===== config.mk =====
export PLATFORM = sky130hd
export DESIGN_NAME = fault_monitor
export DESIGN_NICKNAME = d
export VERILOG_FILES = /design/src/common/fault_mon_pkg.sv /design/src/design/check_timer.sv /design/src/design/fault_monitor.sv
export VERILOG_INCLUDE_DIRS = /design/src /design/src/common
export SDC_FILE = /design/constraint.sdc
export NUM_CORES = 1
export LEC_CHECK = 0
export CAP_MARGIN = 20
export CORE_MARGIN = 5
export CORE_UTILIZATION = 50
export DETAILED_ROUTE_END_ITERATION = 8
export DONT_BUFFER_PORTS = 1
export HOLD_SLACK_MARGIN = 0.15
export SLEW_MARGIN = 20
export SYNTH_ARGS = -nofsm -noshare
export SYNTH_HDL_FRONTEND = slang
export SYNTH_SLANG_ARGS = --single-unit

===== constraint.sdc =====
create_clock -name clk_sys_i -period 2.4 [get_ports clk_sys_i]
set_input_delay 0.36 -clock clk_sys_i [delete_from_list [all_inputs] [get_ports clk_sys_i]]
set_output_delay 0.36 -clock clk_sys_i [all_outputs]
set_load 0.005 [all_outputs]

===== src/common/fault_mon_regs.svh =====
// Register offsets, field positions, thresholds and timing constants of the fault monitor
`ifndef FAULT_MON_REGS_SVH
`define FAULT_MON_REGS_SVH
// Register byte offsets
`define CTRL_OFS 8'h00
`define STATUS_OFS 8'h04
`define CODE_OFS 8'h08
// Control register fields and reset value
`define CTRL_WARMUP_BIT 0
`define CTRL_STANDBY_BIT 1
`define CTRL_CUSTOM_BIT 2
`define CTRL_RESET 3'h0
// Fuser temperature thresholds in degrees C
`define FUSER_LOW_DEGC 8'd125
`define FUSER_HIGH_DEGC 8'd220
`define FUSER_TARGET_DEGC 8'd180
// Clock rate and times in milliseconds
`define CLK_KHZ 10000
`define MOTOR_MS 1300
`define WARMUP_MS 110000
`define HEATER_MS 10000
`define LASER_MS 50
`define FAN_GRACE_MS 3000
`define EXIT_ON_MS 2000
`define CUSTOM_MS 2000
`define REG_MS 1500
// Beam-detect spacing limits in clock cycles
`define BD_TARGET_CYC 200
`define BD_LIMIT_CYC 260
`define BD_START_CYC 4000
`endif


===== src/common/fault_mon_pkg.sv =====
// Types shared by the fault monitor files
package fault_mon_pkg;
    // Cause code shown to the controller
    typedef enum logic [4:0] {
        CODE_NONE = 5'h00,
        CODE_MAIN_MOTOR = 5'h01,
        CODE_SCANNER = 5'h02,
        CODE_FUSER = 5'h04,
        CODE_FAN = 5'h05,
        CODE_MEMORY = 5'h06,
        CODE_COVER = 5'h10,
        CODE_EXIT_STD = 5'h11,
        CODE_EXIT_CUSTOM = 5'h12,
        CODE_REG_TO_EXIT = 5'h13,
        CODE_REG_STUCK = 5'h14
    } fault_code_t;
    // Drive shutdown sequence after a fatal fault
    typedef enum logic [1:0] {
        RUN_S = 2'b00,
        DRAIN_S = 2'b01,
        HALT_S = 2'b10
    } stop_state_t;
endpackage


===== src/design/check_timer.sv =====
// Saturating timeout counter: flags when its run input has stayed high for LIMIT cycles
`timescale 1ns/100ps
`default_nettype none
module check_timer #(
    parameter int unsigned LIMIT = 10
) (
    input wire logic clk_sys_i,
    input wire logic resetn_i,
    input wire logic run_i,
    output logic expired_o
);
    logic [31:0] cnt_r; // Cycles spent running

    // Count while run is high; a drop restarts the wait from zero
    always_ff @(posedge clk_sys_i or negedge resetn_i) begin
        if (!resetn_i) begin
            cnt_r <= 32'h0;
            expired_o <= 1'b0;
        end else if (!run_i) begin
            cnt_r <= 32'h0;
            expired_o <= 1'b0;
        end else if (cnt_r == LIMIT - 1) begin
            expired_o <= 1'b1; // Counter holds here, so it never wraps
        end else begin
            cnt_r <= cnt_r + 32'h1;
        end
    end
endmodule
`default_nettype wire


===== src/design/fault_monitor.sv =====
// Engine fault supervisor: fatal unit faults, cover and jam codes, drive shutdown, APB
//
// Function
// - Motor slow and not ready after 1.3 s
// - Fatal fault stops drives after print cycle
// - Fatal fault latched until power cycle
// - Scanner startup beam spacing over limit faults
// - Locked beam spacing over limit faults
// - Laser power short of level faults scanner
// - Fuser not at target within 110 s
// - Printing fuser below 125 C faults
// - Fuser above 220 C faults anytime
// - Disconnected thermistor faults fuser
// - Standby heater on 10 s faults
// - Fan stopped after power-on faults
// - Memory read or write failure faults
// - Task table overflow faults memory
// - Any cover open raises cover code
// - Cover or jam stops drives at once
// - Exit jam clears after cover cycle, clear path
// - Standard paper exit sensor stuck on jams
// - Exit paper at power-on or front cover close jams
// - Custom paper misses exit after registration
// - Registration to exit too slow jams
// - Registration paper at power-on or front cover close jams
`timescale 1ns/100ps
`default_nettype none
`include "fault_mon_regs.svh"
module fault_monitor #(
    parameter int unsigned MOTOR_CYC = `MOTOR_MS * `CLK_KHZ,
    parameter int unsigned WARMUP_CYC = `WARMUP_MS * `CLK_KHZ,
    parameter int unsigned HEATER_CYC = `HEATER_MS * `CLK_KHZ,
    parameter int unsigned LASER_CYC = `LASER_MS * `CLK_KHZ,
    parameter int unsigned FAN_CYC = `FAN_GRACE_MS * `CLK_KHZ,
    parameter int unsigned EXIT_CYC = `EXIT_ON_MS * `CLK_KHZ,
    parameter int unsigned CUSTOM_CYC = `CUSTOM_MS * `CLK_KHZ,
    parameter int unsigned REG_CYC = `REG_MS * `CLK_KHZ,
    parameter int unsigned BD_TARGET = `BD_TARGET_CYC,
    parameter int unsigned BD_LIMIT = `BD_LIMIT_CYC,
    parameter int unsigned BD_START = `BD_START_CYC
) (
    input wire logic clk_sys_i,
    input wire logic resetn_i,
    // APB slave
    input wire logic psel_i,
    input wire logic penable_i,
    input wire logic pwrite_i,
    input wire logic [7:0] paddr_i,
    input wire logic [31:0] pwdata_i,
    output logic [31:0] prdata_o,
    output logic pready_o,
    output logic pslverr_o,
    // Engine sensors and requests
    input wire logic print_cycle_i,
    input wire logic engine_ready_i,
    input wire logic motor_req_i,
    input wire logic motor_at_speed_i,
    input wire logic scanner_req_i,
    input wire logic beam_detect_pulse_i,
    input wire logic laser_on_i,
    input wire logic laser_power_ok_i,
    input wire logic heater_req_i,
    input wire logic [7:0] fuser_temp_i,
    input wire logic thermistor_open_i,
    input wire logic fan_rotating_i,
    input wire logic nvm_read_fail_i,
    input wire logic nvm_write_fail_i,
    input wire logic task_overflow_i,
    input wire logic cover_front_open_i,
    input wire logic cover_rear_open_i,
    input wire logic cover_faceup_open_i,
    input wire logic reg_sensor_i,
    input wire logic exit_sensor_i,
    // Drive enables and cause code
    output logic motor_en_o,
    output logic scanner_en_o,
    output logic heater_en_o,
    output logic [4:0] code_o
);
    localparam int NT = 8; // Number of timeout checks
    localparam int unsigned LIM [NT] = '{MOTOR_CYC, LASER_CYC, WARMUP_CYC, HEATER_CYC,
                                        FAN_CYC, EXIT_CYC, CUSTOM_CYC, REG_CYC};

    logic [2:0] ctrl_r; // Warm-up, standby, custom paper
    logic [4:0] fatal_r; // Motor, scanner, fuser, fan, memory
    logic [3:0] jam_r; // Exit std, exit custom, reg to exit, reg stuck
    logic cover_r; // Some cover is open
    logic chk_r; // One-cycle check after power-on or front close
    logic front_prev_r; // Front cover open, last cycle
    logic reg_prev_r; // Registration sensor, last cycle
    logic front_seen_r; // Front opened since the jam
    logic rear_seen_r; // Rear opened since the jam
    logic custom_arm_r; // Waiting for exit after registration went off
    logic reg_arm_r; // Waiting for exit after registration came on
    logic [23:0] bd_cnt_r; // Cycles since last beam-detect pulse
    logic bd_lock_r; // Beam spacing has reached its target
    fault_mon_pkg::stop_state_t state_r;
    fault_mon_pkg::stop_state_t state_nxt;
    logic [NT-1:0] run; // Timer run conditions
    logic [NT-1:0] exp; // Timer expiries
    logic [4:0] fatal_nxt;
    logic [3:0] jam_set;
    logic clr_exit; // Cover sequence finished, paper path clear
    logic stop_now; // Immediate stop request
    logic fatal_any;
    logic any_open;
    logic apb_acc; // Access phase still waiting for the answer
    logic apb_done; // Edge at which the transfer completes

    // Timeout conditions, one per
    assign run[0] = motor_req_i && !engine_ready_i;
    assign run[1] = laser_on_i && !laser_power_ok_i;
    assign run[2] = ctrl_r[`CTRL_WARMUP_BIT] && (fuser_temp_i < `FUSER_TARGET_DEGC);
    assign run[3] = ctrl_r[`CTRL_STANDBY_BIT] && heater_en_o && heater_req_i;
    assign run[4] = 1'b1; // Fan spin-up grace after power-on
    assign run[5] = !ctrl_r[`CTRL_CUSTOM_BIT] && exit_sensor_i;
    assign run[6] = custom_arm_r && !exit_sensor_i;
    assign run[7] = reg_arm_r && !exit_sensor_i;

    // One timeout counter for each
    genvar g;
    generate
        for (g = 0; g < NT; g++) begin : g_tmr
            check_timer #(.LIMIT(LIM[g])) u_tmr (
                .clk_sys_i(clk_sys_i),
                .resetn_i(resetn_i),
                .run_i(run[g]),
                .expired_o(exp[g])
            );
        end
    endgenerate

    // Beam-detect spacing counter; saturates so a dead scanner cannot wrap it
    always_ff @(posedge clk_sys_i or negedge resetn_i) begin
        if (!resetn_i) begin
            bd_cnt_r <= 24'h0;
            bd_lock_r <= 1'b0;
        end else if (!scanner_req_i) begin
            bd_cnt_r <= 24'h0;
            bd_lock_r <= 1'b0; // Next start is a fresh spin-up
        end else if (beam_detect_pulse_i) begin
            bd_cnt_r <= 24'h0;
            if (bd_cnt_r <= BD_TARGET) begin
                bd_lock_r <= 1'b1;
            end
        end else if (bd_cnt_r != 24'hffffff) begin
            bd_cnt_r <= bd_cnt_r + 24'h1;
        end
    end

    // New fatal causes this cycle
    always_comb begin
        fatal_nxt = 5'h0;
        fatal_nxt[0] = exp[0] && !motor_at_speed_i;
        fatal_nxt[1] = scanner_req_i && !bd_lock_r && (bd_cnt_r > BD_START);
        fatal_nxt[1] = fatal_nxt[1] || (scanner_req_i && bd_lock_r && (bd_cnt_r > BD_LIMIT));
        fatal_nxt[1] = fatal_nxt[1] || exp[1];
        fatal_nxt[2] = exp[2];
        fatal_nxt[2] = fatal_nxt[2] || (print_cycle_i && fuser_temp_i < `FUSER_LOW_DEGC);
        fatal_nxt[2] = fatal_nxt[2] || (fuser_temp_i > `FUSER_HIGH_DEGC);
        fatal_nxt[2] = fatal_nxt[2] || thermistor_open_i;
        fatal_nxt[2] = fatal_nxt[2] || exp[3];
        fatal_nxt[3] = exp[4] && !fan_rotating_i;
        fatal_nxt[4] = nvm_read_fail_i || nvm_write_fail_i;
        fatal_nxt[4] = fatal_nxt[4] || task_overflow_i;
    end

    // Fatal bits only ever set; power cycling is the only way out
    always_ff @(posedge clk_sys_i or negedge resetn_i) begin
        if (!resetn_i) begin
            fatal_r <= 5'h0;
        end else begin
            fatal_r <= fatal_r | fatal_nxt;
        end
    end

    assign any_open = cover_front_open_i || cover_rear_open_i || cover_faceup_open_i;
    assign clr_exit = (front_seen_r || rear_seen_r) && !cover_front_open_i
                      && !cover_rear_open_i && !exit_sensor_i && !reg_sensor_i;

    // Cover state, edge history and the post-close check pulse
    always_ff @(posedge clk_sys_i or negedge resetn_i) begin
        if (!resetn_i) begin
            cover_r <= 1'b0;
            chk_r <= 1'b1; // First cycle after reset is the power-on check
            front_prev_r <= 1'b0;
            reg_prev_r <= 1'b0;
        end else begin
            cover_r <= any_open;
            chk_r <= front_prev_r && !cover_front_open_i;
            front_prev_r <= cover_front_open_i;
            reg_prev_r <= reg_sensor_i;
        end
    end

    // Which cover has been opened since the last clear
    always_ff @(posedge clk_sys_i or negedge resetn_i) begin
        if (!resetn_i) begin
            front_seen_r <= 1'b0;
            rear_seen_r <= 1'b0;
        end else if (clr_exit) begin
            front_seen_r <= 1'b0;
            rear_seen_r <= 1'b0;
        end else begin
            front_seen_r <= front_seen_r || (cover_front_open_i && |jam_r);
            rear_seen_r <= rear_seen_r || (cover_rear_open_i && |jam_r);
        end
    end

    // Paper transit watches armed by registration sensor edges
    always_ff @(posedge clk_sys_i or negedge resetn_i) begin
        if (!resetn_i) begin
            custom_arm_r <= 1'b0;
            reg_arm_r <= 1'b0;
        end else begin
            if (exit_sensor_i || stop_now) begin
                custom_arm_r <= 1'b0;
            end else if (ctrl_r[`CTRL_CUSTOM_BIT] && reg_prev_r && !reg_sensor_i) begin
                custom_arm_r <= 1'b1;
            end
            if (exit_sensor_i || stop_now) begin
                reg_arm_r <= 1'b0;
            end else if (!reg_prev_r && reg_sensor_i) begin
                reg_arm_r <= 1'b1;
            end
        end
    end

    // Jam causes
    always_comb begin
        jam_set = 4'h0;
        jam_set[0] = exp[5] && !ctrl_r[`CTRL_CUSTOM_BIT];
        jam_set[0] = jam_set[0] || (chk_r && exit_sensor_i);
        jam_set[1] = exp[6];
        jam_set[2] = exp[7];
        jam_set[3] = chk_r && reg_sensor_i;
    end

    // Jam latch; a new cause wins over a clear in the same cycle
    always_ff @(posedge clk_sys_i or negedge resetn_i) begin
        if (!resetn_i) begin
            jam_r <= 4'h0;
        end else begin
            if (clr_exit) begin
                jam_r[1:0] <= jam_set[1:0];
            end else begin
                jam_r[1:0] <= jam_r[1:0] | jam_set[1:0];
            end
            // Registration jams clear through the front cover only
            if (clr_exit && front_seen_r) begin
                jam_r[3:2] <= jam_set[3:2];
            end else begin
                jam_r[3:2] <= jam_r[3:2] | jam_set[3:2];
            end
        end
    end

    assign fatal_any = |fatal_r;
    assign stop_now = cover_r || |jam_r;

    // Fatal shutdown waits for the running print cycle to end
    always_comb begin
        state_nxt = state_r;
        case (state_r)
            fault_mon_pkg::RUN_S: begin
                if (fatal_any) begin
                    state_nxt = fault_mon_pkg::DRAIN_S;
                end
            end
            fault_mon_pkg::DRAIN_S: begin
                if (!print_cycle_i) begin
                    state_nxt = fault_mon_pkg::HALT_S;
                end
            end
            default: begin
                state_nxt = fault_mon_pkg::HALT_S; // Held until reset
            end
        endcase
    end

    // Shutdown state register
    always_ff @(posedge clk_sys_i or negedge resetn_i) begin
        if (!resetn_i) begin
            state_r <= fault_mon_pkg::RUN_S;
        end else begin
            state_r <= state_nxt;
        end
    end

    // Drive enables follow requests unless halted or stopped at once
    always_ff @(posedge clk_sys_i or negedge resetn_i) begin
        if (!resetn_i) begin
            motor_en_o <= 1'b0;
            scanner_en_o <= 1'b0;
            heater_en_o <= 1'b0;
        end else if (stop_now || state_r == fault_mon_pkg::HALT_S) begin
            motor_en_o <= 1'b0;
            scanner_en_o <= 1'b0;
            heater_en_o <= 1'b0;
        end else begin
            motor_en_o <= motor_req_i;
            scanner_en_o <= scanner_req_i;
            heater_en_o <= heater_req_i;
        end
    end

    // Cause code: fatal before cover before jams
    always_ff @(posedge clk_sys_i or negedge resetn_i) begin
        if (!resetn_i) begin
            code_o <= fault_mon_pkg::CODE_NONE;
        end else if (fatal_r[0]) begin
            code_o <= fault_mon_pkg::CODE_MAIN_MOTOR;
        end else if (fatal_r[1]) begin
            code_o <= fault_mon_pkg::CODE_SCANNER;
        end else if (fatal_r[2]) begin
            code_o <= fault_mon_pkg::CODE_FUSER;
        end else if (fatal_r[3]) begin
            code_o <= fault_mon_pkg::CODE_FAN;
        end else if (fatal_r[4]) begin
            code_o <= fault_mon_pkg::CODE_MEMORY;
        end else if (cover_r) begin
            code_o <= fault_mon_pkg::CODE_COVER;
        end else if (jam_r[0]) begin
            code_o <= fault_mon_pkg::CODE_EXIT_STD;
        end else if (jam_r[1]) begin
            code_o <= fault_mon_pkg::CODE_EXIT_CUSTOM;
        end else if (jam_r[2]) begin
            code_o <= fault_mon_pkg::CODE_REG_TO_EXIT;
        end else if (jam_r[3]) begin
            code_o <= fault_mon_pkg::CODE_REG_STUCK;
        end else begin
            code_o <= fault_mon_pkg::CODE_NONE;
        end
    end

    // One wait state keeps pready a flop output
    assign apb_acc = psel_i && penable_i && !pready_o;
    assign apb_done = psel_i && penable_i && pready_o;

    // APB answer: data and error loaded with pready
    always_ff @(posedge clk_sys_i or negedge resetn_i) begin
        if (!resetn_i) begin
            pready_o <= 1'b0;
            pslverr_o <= 1'b0;
            prdata_o <= 32'h0;
        end else begin
            pready_o <= apb_acc;
            pslverr_o <= 1'b0;
            prdata_o <= 32'h0;
            if (apb_acc) begin
                if (paddr_i == `CTRL_OFS) begin
                    prdata_o <= {29'h0, ctrl_r};
                end else if (paddr_i == `STATUS_OFS) begin
                    prdata_o <= {20'h0, state_r, jam_r, cover_r, fatal_r};
                end else if (paddr_i == `CODE_OFS) begin
                    prdata_o <= {27'h0, code_o};
                end else begin
                    pslverr_o <= 1'b1; // Unmapped address
                end
            end
        end
    end

    // Control register write
    always_ff @(posedge clk_sys_i or negedge resetn_i) begin
        if (!resetn_i) begin
            ctrl_r <= `CTRL_RESET;
        end else if (apb_done && pwrite_i && paddr_i == `CTRL_OFS) begin
            ctrl_r <= pwdata_i[2:0];
        end
    end

    AST_MOTOR: assert property (@(posedge clk_sys_i) disable iff (!resetn_i)
        exp[0] && !motor_at_speed_i |=> fatal_r[0]) else $error("motor fault missed");
    AST_DRAIN: assert property (@(posedge clk_sys_i) disable iff (!resetn_i)
        fatal_any && !print_cycle_i |-> ##[1:3] !motor_en_o && !scanner_en_o && !heater_en_o)
        else $error("drives not stopped after fatal fault");
    AST_STICKY: assert property (@(posedge clk_sys_i) disable iff (!resetn_i)
        fatal_r[2] |=> fatal_r[2] && code_o != fault_mon_pkg::CODE_NONE)
        else $error("fatal fault released");
    AST_BD_LOCKED: assert property (@(posedge clk_sys_i) disable iff (!resetn_i)
        scanner_req_i && bd_lock_r && bd_cnt_r > BD_LIMIT |=> fatal_r[1])
        else $error("beam spacing fault missed");
    AST_OVERTEMP: assert property (@(posedge clk_sys_i) disable iff (!resetn_i)
        fuser_temp_i > `FUSER_HIGH_DEGC |=> fatal_r[2]) else $error("overtemp missed");
    AST_COVER: assert property (@(posedge clk_sys_i) disable iff (!resetn_i)
        any_open |=> cover_r) else $error("cover code missed");
    AST_STOP: assert property (@(posedge clk_sys_i) disable iff (!resetn_i)
        any_open |-> ##2 !motor_en_o && !heater_en_o) else $error("no immediate stop");
    AST_NVM: assert property (@(posedge clk_sys_i) disable iff (!resetn_i)
        nvm_write_fail_i |=> fatal_r[4] ##1 code_o != fault_mon_pkg::CODE_NONE)
        else $error("memory fault missed");
    AST_EXIT_CHK: assert property (@(posedge clk_sys_i) disable iff (!resetn_i)
        chk_r && exit_sensor_i |=> jam_r[0]) else $error("exit check jam missed");

    COV_HALT: cover property (@(posedge clk_sys_i) disable iff (!resetn_i)
        state_r == fault_mon_pkg::DRAIN_S ##1 state_r == fault_mon_pkg::HALT_S);
    COV_JAM_CLEAR: cover property (@(posedge clk_sys_i) disable iff (!resetn_i)
        jam_r[0] ##1 !jam_r[0]);
    COV_APB_WRITE: cover property (@(posedge clk_sys_i) disable iff (!resetn_i)
        apb_done && pwrite_i);
endmodule
`default_nettype wire


---- Word level (Yosys, flattened, before mapping) ----
Index checks and enable logic that the tools add are counted.
storage, ports and cells
  register bits after elaboration ......... 353
  logic and storage cells ................. 224
  output and inout bits ................... 42
  input bits .............................. 72
cells by class
  reduce and logical (&&, ||, !) cells .... 71
  multiplexer cells ....................... 66
  $lt $le $gt $ge ......................... 6
  equality and inequality tests ........... 32
  add/subtract/negate cells ............... 9
  bitwise logic cells ..................... 3
operator list
  cell                   count
  $mux 32                14
  $add 32x1->32 const B  8
  $eq 32x25->1 const B   3
  $mux 24                3
  $eq 32x24->1 const B   2
  $mux 5                 11
  $mux 12                3
  $logic_and 1x1->1      34
  $eq 32x19->1 const B   1
  $eq 32x27->1 const B   1
  $eq 32x31->1 const B   1
  $ne 2x2->1 const B     16
  $mux 1                 30
  $add 24x1->24 const B  1
  $gt 24x12->1 const B   1
  $gt 24x9->1 const B    1
  $le 24x8->1 const B    1
  $ne 24x24->1 const B   1
  $logic_or 1x1->1       17
  $logic_not 1->1        12
  $eq 8x3->1 const B     1
  $eq 8x4->1 const B     1
  $gt 8x8->1 const B     1
  $logic_not 8->1        1
  15 further kinds       22

---- Longest topological paths before layout ----
Gate-level depths: netlist (run 1).
  depth after elaboration ................. 10
  mapped depth ............................ 7
  gate-level depth less buffers ........... 7

---- Cells and area by module ----
Synthesis (run 1) repeated with hierarchy kept, for this count alone.
unflattened totals
  cell total of the unflattened synthesis .. 1808
  area, all modules ....................... 17679.5 um^2
modules (own cells, without submodules)
  module                             instances  cells each  seq. area each (um^2)  area each (um^2)
  check_timer at g_tmr[5].u_tmr ...  2          178         825.8                  1794.2
  fault_monitor                      1          351         1702.9                 3423.3
  check_timer at g_tmr[3].u_tmr      1          184         825.8                  1843.0
  check_timer at g_tmr[1].u_tmr      1          198         825.8                  1834.3
  check_timer at g_tmr[0].u_tmr      1          185         825.8                  1761.7
  check_timer at g_tmr[4].u_tmr      1          170         825.8                  1760.4
  check_timer at g_tmr[7].u_tmr      1          180         825.8                  1749.2
  check_timer at g_tmr[2].u_tmr      1          184         825.8                  1719.1

---- Worst setup path before layout (run 1) ----
No wires, ideal clock.
  path type ............................... register to register
  from .................................... register g_tmr[0].u_tmr.cnt_r[0]
  to ...................................... register g_tmr[0].u_tmr.cnt_r[1]
  data required time ...................... 2.268 ns
  buffers on the path ..................... 1
  setup time .............................. 0.132 ns
  arrival time ............................ 1.803 ns
  cell stages (with the launch flop) ...... 8
  path slack .............................. 0.465 ns
  period minus slack after synthesis ...... 1.935 ns
  path through ............................ dfrtp_1 -> ha_1 -> nand3_1 -> or2_2 -> nor4_2 -> buf_2 -> mux2i_1 -> nor2_1
between the ends
  word-level cells in the longest chain between the ends .. 3
  elaborated cells on any way between the ends .. 5
  classes of those cells .................. 1 x add/sub; 2 x eq/ne; 2 x mux
ends and longest elaborated chain
  what                      RTL line           source
  start: declaration        check_timer.sv:12  logic [31:0] cnt_r;
  start signal: assignment  check_timer.sv:25  cnt_r <= cnt_r + 32'h1;
  $add 32x1->32             check_timer.sv:25
  $mux 32                   check_timer.sv:22  end else if (cnt_r == LIMIT - 1) begin
  $mux 32                   check_timer.sv:19  end else if (!run_i) begin
Parallel ways exist; a longest one is shown, timed or not. The select of a mux whose other input is x is not followed.
A chain may end at the register's enable or synchronous reset.

---- Worst setup path in the final report (run 1) ----
  from .................................... register g_tmr[2].u_tmr.cnt_r[10]
  to ...................................... register g_tmr[2].u_tmr.cnt_r[31]
between the ends
  word-level cells in the longest chain between the ends .. 3
  elaborated cells on any way between the ends .. 5
  classes of those cells .................. 1 x add/sub; 2 x eq/ne; 2 x mux
ends and longest elaborated chain
  what                      RTL line
  start: declaration        check_timer.sv:12
  start signal: assignment  check_timer.sv:25
  $add 32x1->32             check_timer.sv:25
  $mux 32                   check_timer.sv:22
  $mux 32                   check_timer.sv:19
Parallel ways exist; a longest one is shown, timed or not. The select of a mux whose other input is x is not followed.

==> results of run 1 <==
cell families after synthesis:
group                    Yosys count  share of synthesized area, %
flip-flops                       332                         49.62
adder cells (fa/ha/maj)           10                        0.7471
AND/OR/NAND/NOR                  881                         28.71
other                              1                       0.02239
multiplexers                      11                        0.6799
buffers and inverters            120                         3.287
AO/OA/AOI/OAI                    173                         6.164
XOR/XNOR                         206                         10.77
synthesized netlist by cell type (4+ instances only):
master / number / area (um^2)
sky130_fd_sc_hd__dfrtp_1: 331 / 8283
sky130_fd_sc_hd__nor2_1: 252 / 945.9
sky130_fd_sc_hd__nand2_1: 110 / 412.9
sky130_fd_sc_hd__xnor2_1: 104 / 910.9
sky130_fd_sc_hd__xor2_1: 102 / 893.4
sky130_fd_sc_hd__nand4_1: 94 / 588.1
sky130_fd_sc_hd__nand3_1: 90 / 450.4
sky130_fd_sc_hd__a21oi_1: 62 / 310.3
sky130_fd_sc_hd__nor3_1: 53 / 265.3
sky130_fd_sc_hd__nor4_1: 50 / 312.8
sky130_fd_sc_hd__clkbuf_1: 48 / 180.2
sky130_fd_sc_hd__o21ai_0: 48 / 240.2
sky130_fd_sc_hd__or3_1: 44 / 275.3
sky130_fd_sc_hd__and3_1: 42 / 262.8
sky130_fd_sc_hd__inv_1: 36 / 135.1
sky130_fd_sc_hd__and4_1: 33 / 289.0
sky130_fd_sc_hd__buf_4: 21 / 157.7
sky130_fd_sc_hd__and2_1: 20 / 125.1
sky130_fd_sc_hd__nor4b_1: 16 / 140.1
sky130_fd_sc_hd__a31oi_1: 14 / 87.58
sky130_fd_sc_hd__nand2b_1: 14 / 87.58
sky130_fd_sc_hd__buf_2: 10 / 50.05
sky130_fd_sc_hd__ha_1: 10 / 125.1
sky130_fd_sc_hd__nor2b_1: 10 / 62.56
sky130_fd_sc_hd__nor4_2: 10 / 125.1
sky130_fd_sc_hd__mux2i_1: 8 / 80.08
sky130_fd_sc_hd__o211ai_1: 8 / 60.06
sky130_fd_sc_hd__or4_1: 8 / 60.06
sky130_fd_sc_hd__a211oi_1: 7 / 52.55
sky130_fd_sc_hd__nor4_4: 5 / 106.4
sky130_fd_sc_hd__o31ai_1: 5 / 37.54
sky130_fd_sc_hd__or2_2: 5 / 31.28
sky130_fd_sc_hd__nand3_2: 4 / 40.04
sky130_fd_sc_hd__nand4_2: 4 / 50.05
sky130_fd_sc_hd__nor3_2: 4 / 40.04
sky130_fd_sc_hd__nor4bb_1: 4 / 40.04
sky130_fd_sc_hd__o21a_1: 4 / 30.03
worst register-to-register path: cells and delay by family, from the launching register on:
family | cells | cell delay, ns
compound gates | 1 | 0.14
simple gates | 4 | 1.41
flops | 1 | 0.46
cell type report:
cell class	count	area, um^2	share of cell area (%)
Sequential cell	332	8309	44.09
Clock buffer	49	1074	5.697
Tap cell	448	560.5	2.975
Timing Repair Buffer	67	578.1	3.068
Clock inverter	16	219.0	1.162
Multi-Input combinational cell	1302	7969	42.29
Inverter	36	135.1	0.7171
flip-flops by register name (all words and copies together), names as in the netlist, 2 cells and up:
register and cells:
g_tmr.u_tmr.cnt_r 256, bd_cnt_r 24, prdata_o 12, g_tmr.u_tmr.expired_o 8, fatal_r 5, code_o 4, jam_r 4, ctrl_r 3
state_r 2
how the worst max path moves through the flow:
stage | end | slack (ns) | cells after the start
3_5_place_dp | bd_cnt_r[2]$_DFFE_PN0P_ | 0.34 | 7
4_1_cts | g_tmr[2].u_tmr.cnt_r[31]$_DFFE_PN0P_ | 0.32 | 5
5_1_grt | bd_cnt_r[2]$_DFFE_PN0P_ | 0.09 | 7
3_3_place_gp | bd_cnt_r[15]$_DFFE_PN0P_ | 0.37 | 7
6_report | g_tmr[2].u_tmr.cnt_r[31]$_DFFE_PN0P_ | 0.31 | 5
2_1_floorplan | g_tmr[0].u_tmr.cnt_r[1]$_DFFE_PN0P_ | 0.47 | 7
what timing repair did:
action | 4_1_cts | 5_1_grt
setup buffers | 0 | 0
hold endpoints to repair | 385 | 332
gates resized for setup | 0 | 0
metrics by stage:
step	util [%]	power [mW]	instances	hold WS, ns
2_1_floorplan	-	5.894	1754	0.06441
3_3_place_gp	51.84	5.905	2155	0.07597
3_5_place_dp	51.84	5.908	2155	0.07580
4_1_cts	56.62	12.04	2250	-0.5019
5_1_grt	56.62	12.32	2250	-0.4985
6_report	56.62	11.86	2250	-0.4793
power by group:
group | total [mW] | internal, mW | switching [mW] | leakage [nW]
Clock | 6.01 | 3.69 | 2.32 | 0.628
Sequential | 5.68 | 5.63 | 0.0437 | 4.56
Combinational | 0.175 | 0.0735 | 0.102 | 2.51
Total | 11.9 | 9.40 | 2.47 | 7.70
layer usage:
layer  share of wire [%]  up-vias
met5                   0        -
met4                 1.9        0
met3                 3.6       48
met2                  46      167
met1                  48     6118
li1                    -     6198
==> qor.json, run 1 <==
{
  "critical_path": {
    "worst_path_largest_cell_delay_ns": 0.51,
    "cpMaxStageDelayCell": "sky130_fd_sc_hd__nor4_4",
    "cp_data_required_time_ns": 2.85,
    "timing.rr.end": "g_tmr[2].u_tmr.cnt_r[31]$_DFFE_PN0P_",
    "cp_data_arrival_time_ns": 2.54,
    "slack_of_the_worst_reg_to_reg_path_ns": 0.31,
    "critical_path.startpoint_type": "flip-flop",
    "critical_path.cell_chain": "nand4_1, nor4_4, nand4_2, or3_1, a21oi_1",
    "timing.critical_path.from": "g_tmr[2].u_tmr.cnt_r[10]$_DFFE_PN0P_",
    "crit_family": "simple AND/OR/NAND/NOR gates",
    "critPathKind": "flip-flop to flip-flop",
    "rr_startpoint": "g_tmr[2].u_tmr.cnt_r[10]$_DFFE_PN0P_",
    "setup.worst_path.end_class": "flip-flop",
    "critPathBufInv": 0,
    "worst-r2r-cell-count": 5,
    "critical_path_peak_fanout": 8
  },
  "place": {
    "placement.io_buffers": 0,
    "gp_routability_congestion": 0.8062,
    "dpl-instance-area_mm2": 0.01725,
    "dp_worst_setup_slack_ns": 0.3352,
    "dp.final_hpwl_um": 23710
  },
  "cts": {
    "cts.clk_slew.worst_paths_ns": 0.06,
    "cts_max_path_buffers": 3,
    "root_buffer": "sky130_fd_sc_hd__clkbuf_16",
    "clock_sinks": 332,
    "cts_inserted_buffers": 38,
    "clock_insertion_delay_worst_skew_ns": 0.53,
    "ctsHoldBuffers": 30,
    "tritoncts": "yes",
    "cts_htree_levels": 2
  },
  "sta": {
    "max-slew-margin-rel_pct": 37.25,
    "part_of_the_cycle_the_worst_path_needs_pct": 86.91,
    "worst-slew-pin-transition_ns": 0.9412,
    "timing.fmax_mhz": 479.4,
    "final_critical_path_setup_slack_ns": 0.3142,
    "finalSetupTns_ns": 0,
    "finClkSkew_ns": 0.02186,
    "timing.hold.ws_ns": -0.4793,
    "final_max_slew_viol_count": 0,
    "finalHoldViolCount": 332,
    "fin_crit_ns": 2.086,
    "grt_setup_unrepaired": "false",
    "finish_stage_setup_viols": 0
  },
  "synth": {
    "ys_ff_latch": 332,
    "yosys_warnings": 0,
    "ys_flop_type": "sky130_fd_sc_hd__dfrtp_1",
    "syn-instance-count": 1734,
    "mappedNetlistArea_mm2": 0.01675,
    "number_of_flops_mapped_to_enable_cells_by_yosys": 0,
    "postSynth.asyncResetShare_pct": 100.0,
    "seq_area_frac_synth_pct": 49.62,
    "yosys.cell_types.count": 64,
    "syn_avg_cell_area_um2": 9.658
  },
  "finish": {
    "layout.cells.most_common_list": "sky130_fd_sc_hd__dfrtp_1, sky130_fd_sc_hd__nor2_1, sky130_fd_sc_hd__nand2_1",
    "num_antenna_cells": 0,
    "most_common_cell_after_layout_fill_and_taps_aside": "sky130_fd_sc_hd__dfrtp_1",
    "filler_cell_count": 2981,
    "area_growth_pct": 12.52,
    "final_net_count": 1859,
    "post_route_cells_drive_above_1_share_pct": 7.769,
    "final_area_mm2": 0.01884
  },
  "min_path": {
    "hp-class": "primary input to async pin"
  },
  "route": {
    "wl_cell_um": 16.07,
    "drc": 0,
    "via_per_inst": 5.569,
    "routed_wl_um": 36170,
    "number_of_antenna_violating_nets_in_the_routed_design": 0,
    "drt_first_pass_iters": 4,
    "drt-initial-drc-count": 787,
    "routed-via-count": 12530
  },
  "die": {
    "cell_rows": 67,
    "io_pins": 114,
    "die-width_um": 193.0,
    "die_h_um": 193.0,
    "placeableCoreArea_mm2": 0.03328,
    "initial_standard_cell_utilization_of_the_core_pct": 50.32,
    "floorplan.die_area_mm2": 0.03725
  },
  "grt": {
    "track_usage_pct": 19.83,
    "gr-usage-met3_pct": 3.223,
    "globalRouteOverflowTotal": 0,
    "antenna_found_initial": 0,
    "met2_usage_pct": 31.51,
    "grt_most_used_layer": "met2",
    "via_count_of_the_first_global_routing_pass": 12180,
    "use_met1_pct": 28.73,
    "grt_max_degree": 333,
    "global_route_wire_length_before_repair_um": 61690
  },
  "pwr": {
    "power_per_cell_area_mw_per_mm2": 629.6,
    "vdd_ir_drop_max_uv": 556.8,
    "total_leakage_power_nw": 7.698
  },
  "status": {
    "status": "finished with violations",
    "failed_checks": "hold timing"
  },
  "job": {
    "drv.max_cap_violation_count": 0
  }
}
No activity file was read; power rests on OpenSTA's default activity.
==> run 2, diff against run 1 <==
--- a/config.mk
+++ b/config.mk
@@ -14,3 +14,4 @@
 export HOLD_SLACK_MARGIN = 0.15
-export SLEW_MARGIN = 20
+export SETUP_SLACK_MARGIN = 0.05
+export SLEW_MARGIN = 10
 export SYNTH_ARGS = -nofsm -noshare
--- a/constraint.sdc
+++ b/constraint.sdc
@@ -3,2 +3,2 @@
 set_output_delay 0.36 -clock clk_sys_i [all_outputs]
-set_load 0.005 [all_outputs]
+set_load 0.01 [all_outputs]
==> qor.json, run 2 (synthesis gave the netlist of run 1 again) <==
{
  "critical_path": {
    "cp_data_required_time_ns": 2.81,
    "worst_path_largest_cell_delay_ns": 0.58,
    "timing.rr.end": "g_tmr[1].u_tmr.cnt_r[31]$_DFFE_PN0P_",
    "cpMaxStageDelayCell": "sky130_fd_sc_hd__or3_1",
    "critical_path.cell_chain": "nand4_2, or3_1, nor4b_1, xnor2_1, nor2_1",
    "critical_path.startpoint_type": "flip-flop",
    "worst-r2r-cell-count": 5,
    "setup.worst_path.end_class": "flip-flop",
    "rr_startpoint": "g_tmr[1].u_tmr.cnt_r[3]$_DFFE_PN0P_",
    "critical_path_peak_fanout": 12,
    "cp_data_arrival_time_ns": 2.47,
    "critPathKind": "flip-flop to flip-flop",
    "slack_of_the_worst_reg_to_reg_path_ns": 0.33
  },
  "grt": {
    "grt_max_degree": 333,
    "antenna_found_initial": 0,
    "global_route_wire_length_before_repair_um": 60620,
    "via_count_of_the_first_global_routing_pass": 11930,
    "track_usage_pct": 19.56,
    "globalRouteOverflowTotal": 0
  },
  "route": {
    "drt-initial-drc-count": 854,
    "drc": 0,
    "number_of_antenna_violating_nets_in_the_routed_design": 0,
    "drt_first_pass_iters": 5,
    "wl_cell_um": 16.13,
    "via_per_inst": 5.573,
    "routed-via-count": 12580,
    "routed_wl_um": 36410
  },
  "cts": {
    "tritoncts": "yes",
    "clock_insertion_delay_worst_skew_ns": 0.53,
    "cts_resized": 0,
    "cts_inserted_buffers": 39,
    "root_buffer": "sky130_fd_sc_hd__clkbuf_16",
    "cts_setup_buffers": 0,
    "ctsHoldBuffers": 30,
    "clock_sinks": 332,
    "cts_max_path_buffers": 3,
    "cts.clk_slew.worst_paths_ns": 0.06,
    "cts_htree_levels": 2
  },
  "job": {
    "drv.max_cap_violation_count": 0
  },
  "sta": {
    "finalSetupTns_ns": 0,
    "fin_crit_ns": 2.068,
    "finalHoldViolCount": 331,
    "worst-slew-pin-transition_ns": 0.9033,
    "final_max_slew_viol_count": 0,
    "max-slew-margin-rel_pct": 39.78,
    "finish_stage_setup_viols": 0,
    "part_of_the_cycle_the_worst_path_needs_pct": 86.18,
    "timing.hold.ws_ns": -0.4804,
    "finClkSkew_ns": 0.009959,
    "timing.fmax_mhz": 483.5,
    "grt_setup_unrepaired": "false"
  },
  "pwr": {
    "power_per_cell_area_mw_per_mm2": 673.0,
    "total_leakage_power_nw": 7.814,
    "vdd_ir_drop_max_uv": 562.9
  },
  "die": {
    "initial_standard_cell_utilization_of_the_core_pct": 50.32,
    "placeableCoreArea_mm2": 0.03328,
    "die_h_um": 193.0,
    "cell_rows": 67,
    "io_pins": 114,
    "floorplan.die_area_mm2": 0.03725,
    "die-width_um": 193.0
  },
  "place": {
    "gp_routability_congestion": 0.8071,
    "placement.io_buffers": 0,
    "dp.final_hpwl_um": 23820
  },
  "min_path": {
    "hp-class": "primary input to async pin"
  },
  "finish": {
    "max_flop_register": "g_tmr.u_tmr.cnt_r",
    "most_common_cell_after_layout_fill_and_taps_aside": "sky130_fd_sc_hd__dfrtp_1",
    "layout.cells.most_common_list": "sky130_fd_sc_hd__dfrtp_1, sky130_fd_sc_hd__nor2_1, sky130_fd_sc_hd__nand2_1",
    "largest_reg_flops": 256,
    "final_net_count": 1861,
    "area_growth_pct": 14.07,
    "post_route_cells_drive_above_1_share_pct": 8.292,
    "biggestRegsByFlops": "g_tmr.u_tmr.cnt_r: 256 flops, bd_cnt_r: 24 flops, prdata_o: 12 flops",
    "num_antenna_cells": 0,
    "filler_cell_count": 2937
  },
  "status": {
    "status": "finished with violations",
    "failed_checks": "hold timing"
  }
}
run 2: metrics by stage:
| stage | setup slack [ns] | utilization [%] | power, mW | instance area [um^2] | instances |
|---|---|---|---|---|---|
| 2_1_floorplan | 0.4651 | - | 5.904 | 16820 | 1754 |
| 3_3_place_gp | 0.3729 | 51.86 | 5.916 | 17260 | 2156 |
| 3_5_place_dp | 0.3365 | 51.86 | 5.920 | 17260 | 2156 |
| 4_1_cts | 0.3315 | 57.40 | 13.04 | 19100 | 2257 |
| 5_1_grt | 0.1155 | 57.40 | 13.27 | 19100 | 2257 |
| 6_report | 0.3317 | 57.40 | 12.86 | 19100 | 2257 |
run 2: how the worst max path moves through the flow:
| stage | cells after the start | to | start |
|---|---|---|---|
| 6_report | 5 | g_tmr[1].u_tmr.cnt_r[31]$_DFFE_PN0P_ | g_tmr[1].u_tmr.cnt_r[3]$_DFFE_PN0P_ |
| 5_1_grt | 6 | g_tmr[6].u_tmr.cnt_r[7]$_DFFE_PN0P_ | g_tmr[6].u_tmr.cnt_r[0]$_DFFE_PN0P_ |
| 4_1_cts | 5 | g_tmr[1].u_tmr.cnt_r[31]$_DFFE_PN0P_ | g_tmr[1].u_tmr.cnt_r[3]$_DFFE_PN0P_ |
| 3_5_place_dp | 5 | g_tmr[1].u_tmr.cnt_r[31]$_DFFE_PN0P_ | g_tmr[1].u_tmr.cnt_r[3]$_DFFE_PN0P_ |
| 3_3_place_gp | 5 | g_tmr[1].u_tmr.cnt_r[31]$_DFFE_PN0P_ | g_tmr[1].u_tmr.cnt_r[5]$_DFFE_PN0P_ |
| 2_1_floorplan | 7 | g_tmr[0].u_tmr.cnt_r[1]$_DFFE_PN0P_ | g_tmr[0].u_tmr.cnt_r[0]$_DFFE_PN0P_ |
run 2: final cells by class:
class                   instances  area, um^2  share of cell area (%)
clock buffers                  47        1099                   5.751
clock inverters                24       445.4                   2.332
inverters                      36       135.1                  0.7074
multi-input cells            1302        7969                   41.71
flip-flops and latches        332        8309                   43.50
well taps                     448       560.5                   2.934
repair buffers                 68       585.6                   3.065
run 2: worst max-delay path: cells and delay by family, from the launching register on:
kind	cells	cell delay (ns)
flip-flops	1	0.44
AND/OR/NAND/NOR	4	1.33
XOR/XNOR	1	0.17
run 2: power breakdown:
part | switching, mW | internal (mW) | leakage [nW]
Clock | 2.42 | 4.57 | 0.739
Combinational | 0.112 | 0.0747 | 2.51
Sequential | 0.0473 | 5.63 | 4.56
run 2: layer usage:
metal  up-vias  global-route usage [%]  routed length (um)
met4         0                   4.112                 552
met3        45                   3.313                1431
met2       149                   31.17               16710
met1      6150                   28.47               17720
met5         -                       0                   0
li1       6234                       -                   -
==> run 3, diff against run 2 <==
- CTS_BUF_LIST: not set -> sky130_fd_sc_hd__clkbuf_2 sky130_fd_sc_hd__clkbuf_4 sky130_fd_sc_hd__clkbuf_8
- RECOVER_POWER: not set -> 25
==> qor.json, run 3 (synthesis gave the netlist of run 1 again) <==
{
  "finish": {
    "max_flop_register": "g_tmr.u_tmr.cnt_r",
    "area_growth_pct": 12.80,
    "num_antenna_cells": 0,
    "most_common_cell_after_layout_fill_and_taps_aside": "sky130_fd_sc_hd__dfrtp_1",
    "filler_cell_count": 2985,
    "final_net_count": 1885,
    "post_route_cells_drive_above_1_share_pct": 9.859,
    "biggestRegsByFlops": "g_tmr.u_tmr.cnt_r: 256 flops, bd_cnt_r: 24 flops, prdata_o: 12 flops",
    "largest_reg_flops": 256,
    "layout.cells.most_common_list": "sky130_fd_sc_hd__dfrtp_1, sky130_fd_sc_hd__nor2_1, sky130_fd_sc_hd__nand2_1"
  },
  "cts": {
    "tritoncts": "yes",
    "clock_sinks": 332,
    "cts.clk_slew.worst_paths_ns": 0.06,
    "root_buffer": "sky130_fd_sc_hd__clkbuf_8",
    "cts_max_path_buffers": 3,
    "cts_setup_buffers": 0,
    "ctsHoldBuffers": 36,
    "cts_resized": 0,
    "cts_inserted_buffers": 57,
    "clock_insertion_delay_worst_skew_ns": 0.63,
    "cts_htree_levels": 2
  },
  "grt": {
    "globalRouteOverflowTotal": 0,
    "antenna_found_initial": 0,
    "track_usage_pct": 19.78,
    "via_count_of_the_first_global_routing_pass": 12090,
    "global_route_wire_length_before_repair_um": 60970,
    "grt_max_degree": 333
  },
  "sta": {
    "finish_stage_setup_viols": 0,
    "fin_crit_ns": 2.141,
    "worst-slew-pin-transition_ns": 1.745,
    "finalHoldViolCount": 331,
    "final_critical_path_setup_slack_ns": 0.2588,
    "part_of_the_cycle_the_worst_path_needs_pct": 89.22,
    "grt_setup_unrepaired": "false",
    "final_max_slew_viol_count": 144,
    "finClkSkew_ns": 0.02306,
    "max-slew-margin-rel_pct": -16.37,
    "timing.hold.ws_ns": -0.5656,
    "finalSetupTns_ns": 0,
    "timing.fmax_mhz": 467.0
  },
  "critical_path": {
    "setup.worst_path.end_class": "flip-flop",
    "slack_of_the_worst_reg_to_reg_path_ns": 0.32,
    "timing.rr.end": "g_tmr[2].u_tmr.cnt_r[31]$_DFFE_PN0P_",
    "worst-r2r-cell-count": 5,
    "critPathKind": "primary input to flip-flop",
    "rr_startpoint": "g_tmr[2].u_tmr.cnt_r[10]$_DFFE_PN0P_",
    "critical_path_peak_fanout": 6,
    "critical_path.startpoint_type": "primary input",
    "cp_data_arrival_time_ns": 2.58,
    "cp_data_required_time_ns": 2.84
  },
  "place": {
    "gp_routability_congestion": 0.8071,
    "placement.io_buffers": 0,
    "dp_worst_setup_slack_ns": 0.3365,
    "dp.final_hpwl_um": 23820
  },
  "status": {
    "failed_checks": "hold timing, slew limit",
    "status": "finished with violations"
  },
  "route": {
    "drt_first_pass_iters": 4,
    "number_of_antenna_violating_nets_in_the_routed_design": 0,
    "wl_cell_um": 15.89,
    "routed-via-count": 12650,
    "drt-initial-drc-count": 710,
    "via_per_inst": 5.513,
    "drc": 0,
    "routed_wl_um": 36460
  },
  "pwr": {
    "vdd_ir_drop_max_uv": 386.7,
    "power_per_cell_area_mw_per_mm2": 605.1,
    "total_leakage_power_nw": 7.779
  },
  "die": {
    "placeableCoreArea_mm2": 0.03328,
    "initial_standard_cell_utilization_of_the_core_pct": 50.32,
    "die-width_um": 193.0,
    "die_h_um": 193.0,
    "cell_rows": 67,
    "floorplan.die_area_mm2": 0.03725,
    "io_pins": 114
  },
  "min_path": {
    "hp-class": "primary input to async pin"
  },
  "job": {
    "drv.max_cap_violation_count": 0
  }
}
[run 3: cell types whose count changed in the layout (fill, tap and decap cells not counted), moves of 6 or more]
cell	delta
sky130_fd_sc_hd__clkbuf_8	+75
sky130_fd_sc_hd__clkbuf_16	-41
sky130_fd_sc_hd__clkbuf_4	+14
sky130_fd_sc_hd__bufinv_16	-11
sky130_fd_sc_hd__clkinvlp_4	-6
sky130_fd_sc_hd__dlygate4sd3_1	+6
[run 3: worst max-delay path by stage]
stage,from,end,slack [ns],cells past startpoint
after floorplan,g_tmr[0].u_tmr.cnt_r[0]$_DFFE_PN0P_,g_tmr[0].u_tmr.cnt_r[1]$_DFFE_PN0P_,0.47,7
after global placement,g_tmr[1].u_tmr.cnt_r[5]$_DFFE_PN0P_,g_tmr[1].u_tmr.cnt_r[31]$_DFFE_PN0P_,0.37,5
after detailed placement,g_tmr[1].u_tmr.cnt_r[3]$_DFFE_PN0P_,g_tmr[1].u_tmr.cnt_r[31]$_DFFE_PN0P_,0.34,5
after CTS,g_tmr[2].u_tmr.cnt_r[10]$_DFFE_PN0P_,g_tmr[2].u_tmr.cnt_r[31]$_DFFE_PN0P_,0.33,5
after global routing,bd_cnt_r[1]$_DFFE_PN0P_,bd_cnt_r[2]$_DFFE_PN0P_,0.09,7
final,paddr_i[7],prdata_o[10]$_DFF_PN0_,0.26,5
[run 3: area by class of cell]
class	instances	area, um^2	area share, %
well taps	448	560.5	2.967
clock buffers	94	1206	6.385
clock inverters	8	65.06	0.3444
inverters	36	135.1	0.7153
flip-flops and latches	332	8309	43.99
repair buffers	74	645.6	3.418
multi-input cells	1302	7969	42.18
[run 3: power breakdown]
part	leakage, nW	total (mW)	internal [mW]	switching (mW)
clock network	0.681	5.56	3.26	2.30
registers	4.56	5.68	5.64	0.0458
logic	2.53	0.191	0.0781	0.113
[run 3: critical path, stage by stage]
cell                            delay (ns)
sky130_fd_sc_hd__dlygate4sd3_1        0.57
sky130_fd_sc_hd__nor4_1               0.31
sky130_fd_sc_hd__nand3_1              0.25
sky130_fd_sc_hd__dlygate4sd3_1        0.67
sky130_fd_sc_hd__nor4_1               0.42
[run 3: through the flow]
step                power (mW)  cell area [um^2]  cells  util [%]
global route             11.93             18890   2294     56.76
finish                   11.43             18890   2294     56.76
CTS                      11.62             18890   2294     56.76
detailed placement       5.920             17260   2156     51.86
floorplan                5.904             16820   1754         -
global placement         5.916             17260   2156     51.86
[run 3: layer usage]
metal | wire length, um | global-route usage, % | vias up
met5 | 0 | 0 | -
met1 | 17740 | 28.43 | 6166
met3 | 1518 | 4.213 | 46
li1 | - | - | 6282
met4 | 544 | 4.493 | 0
met2 | 16660 | 31.12 | 153
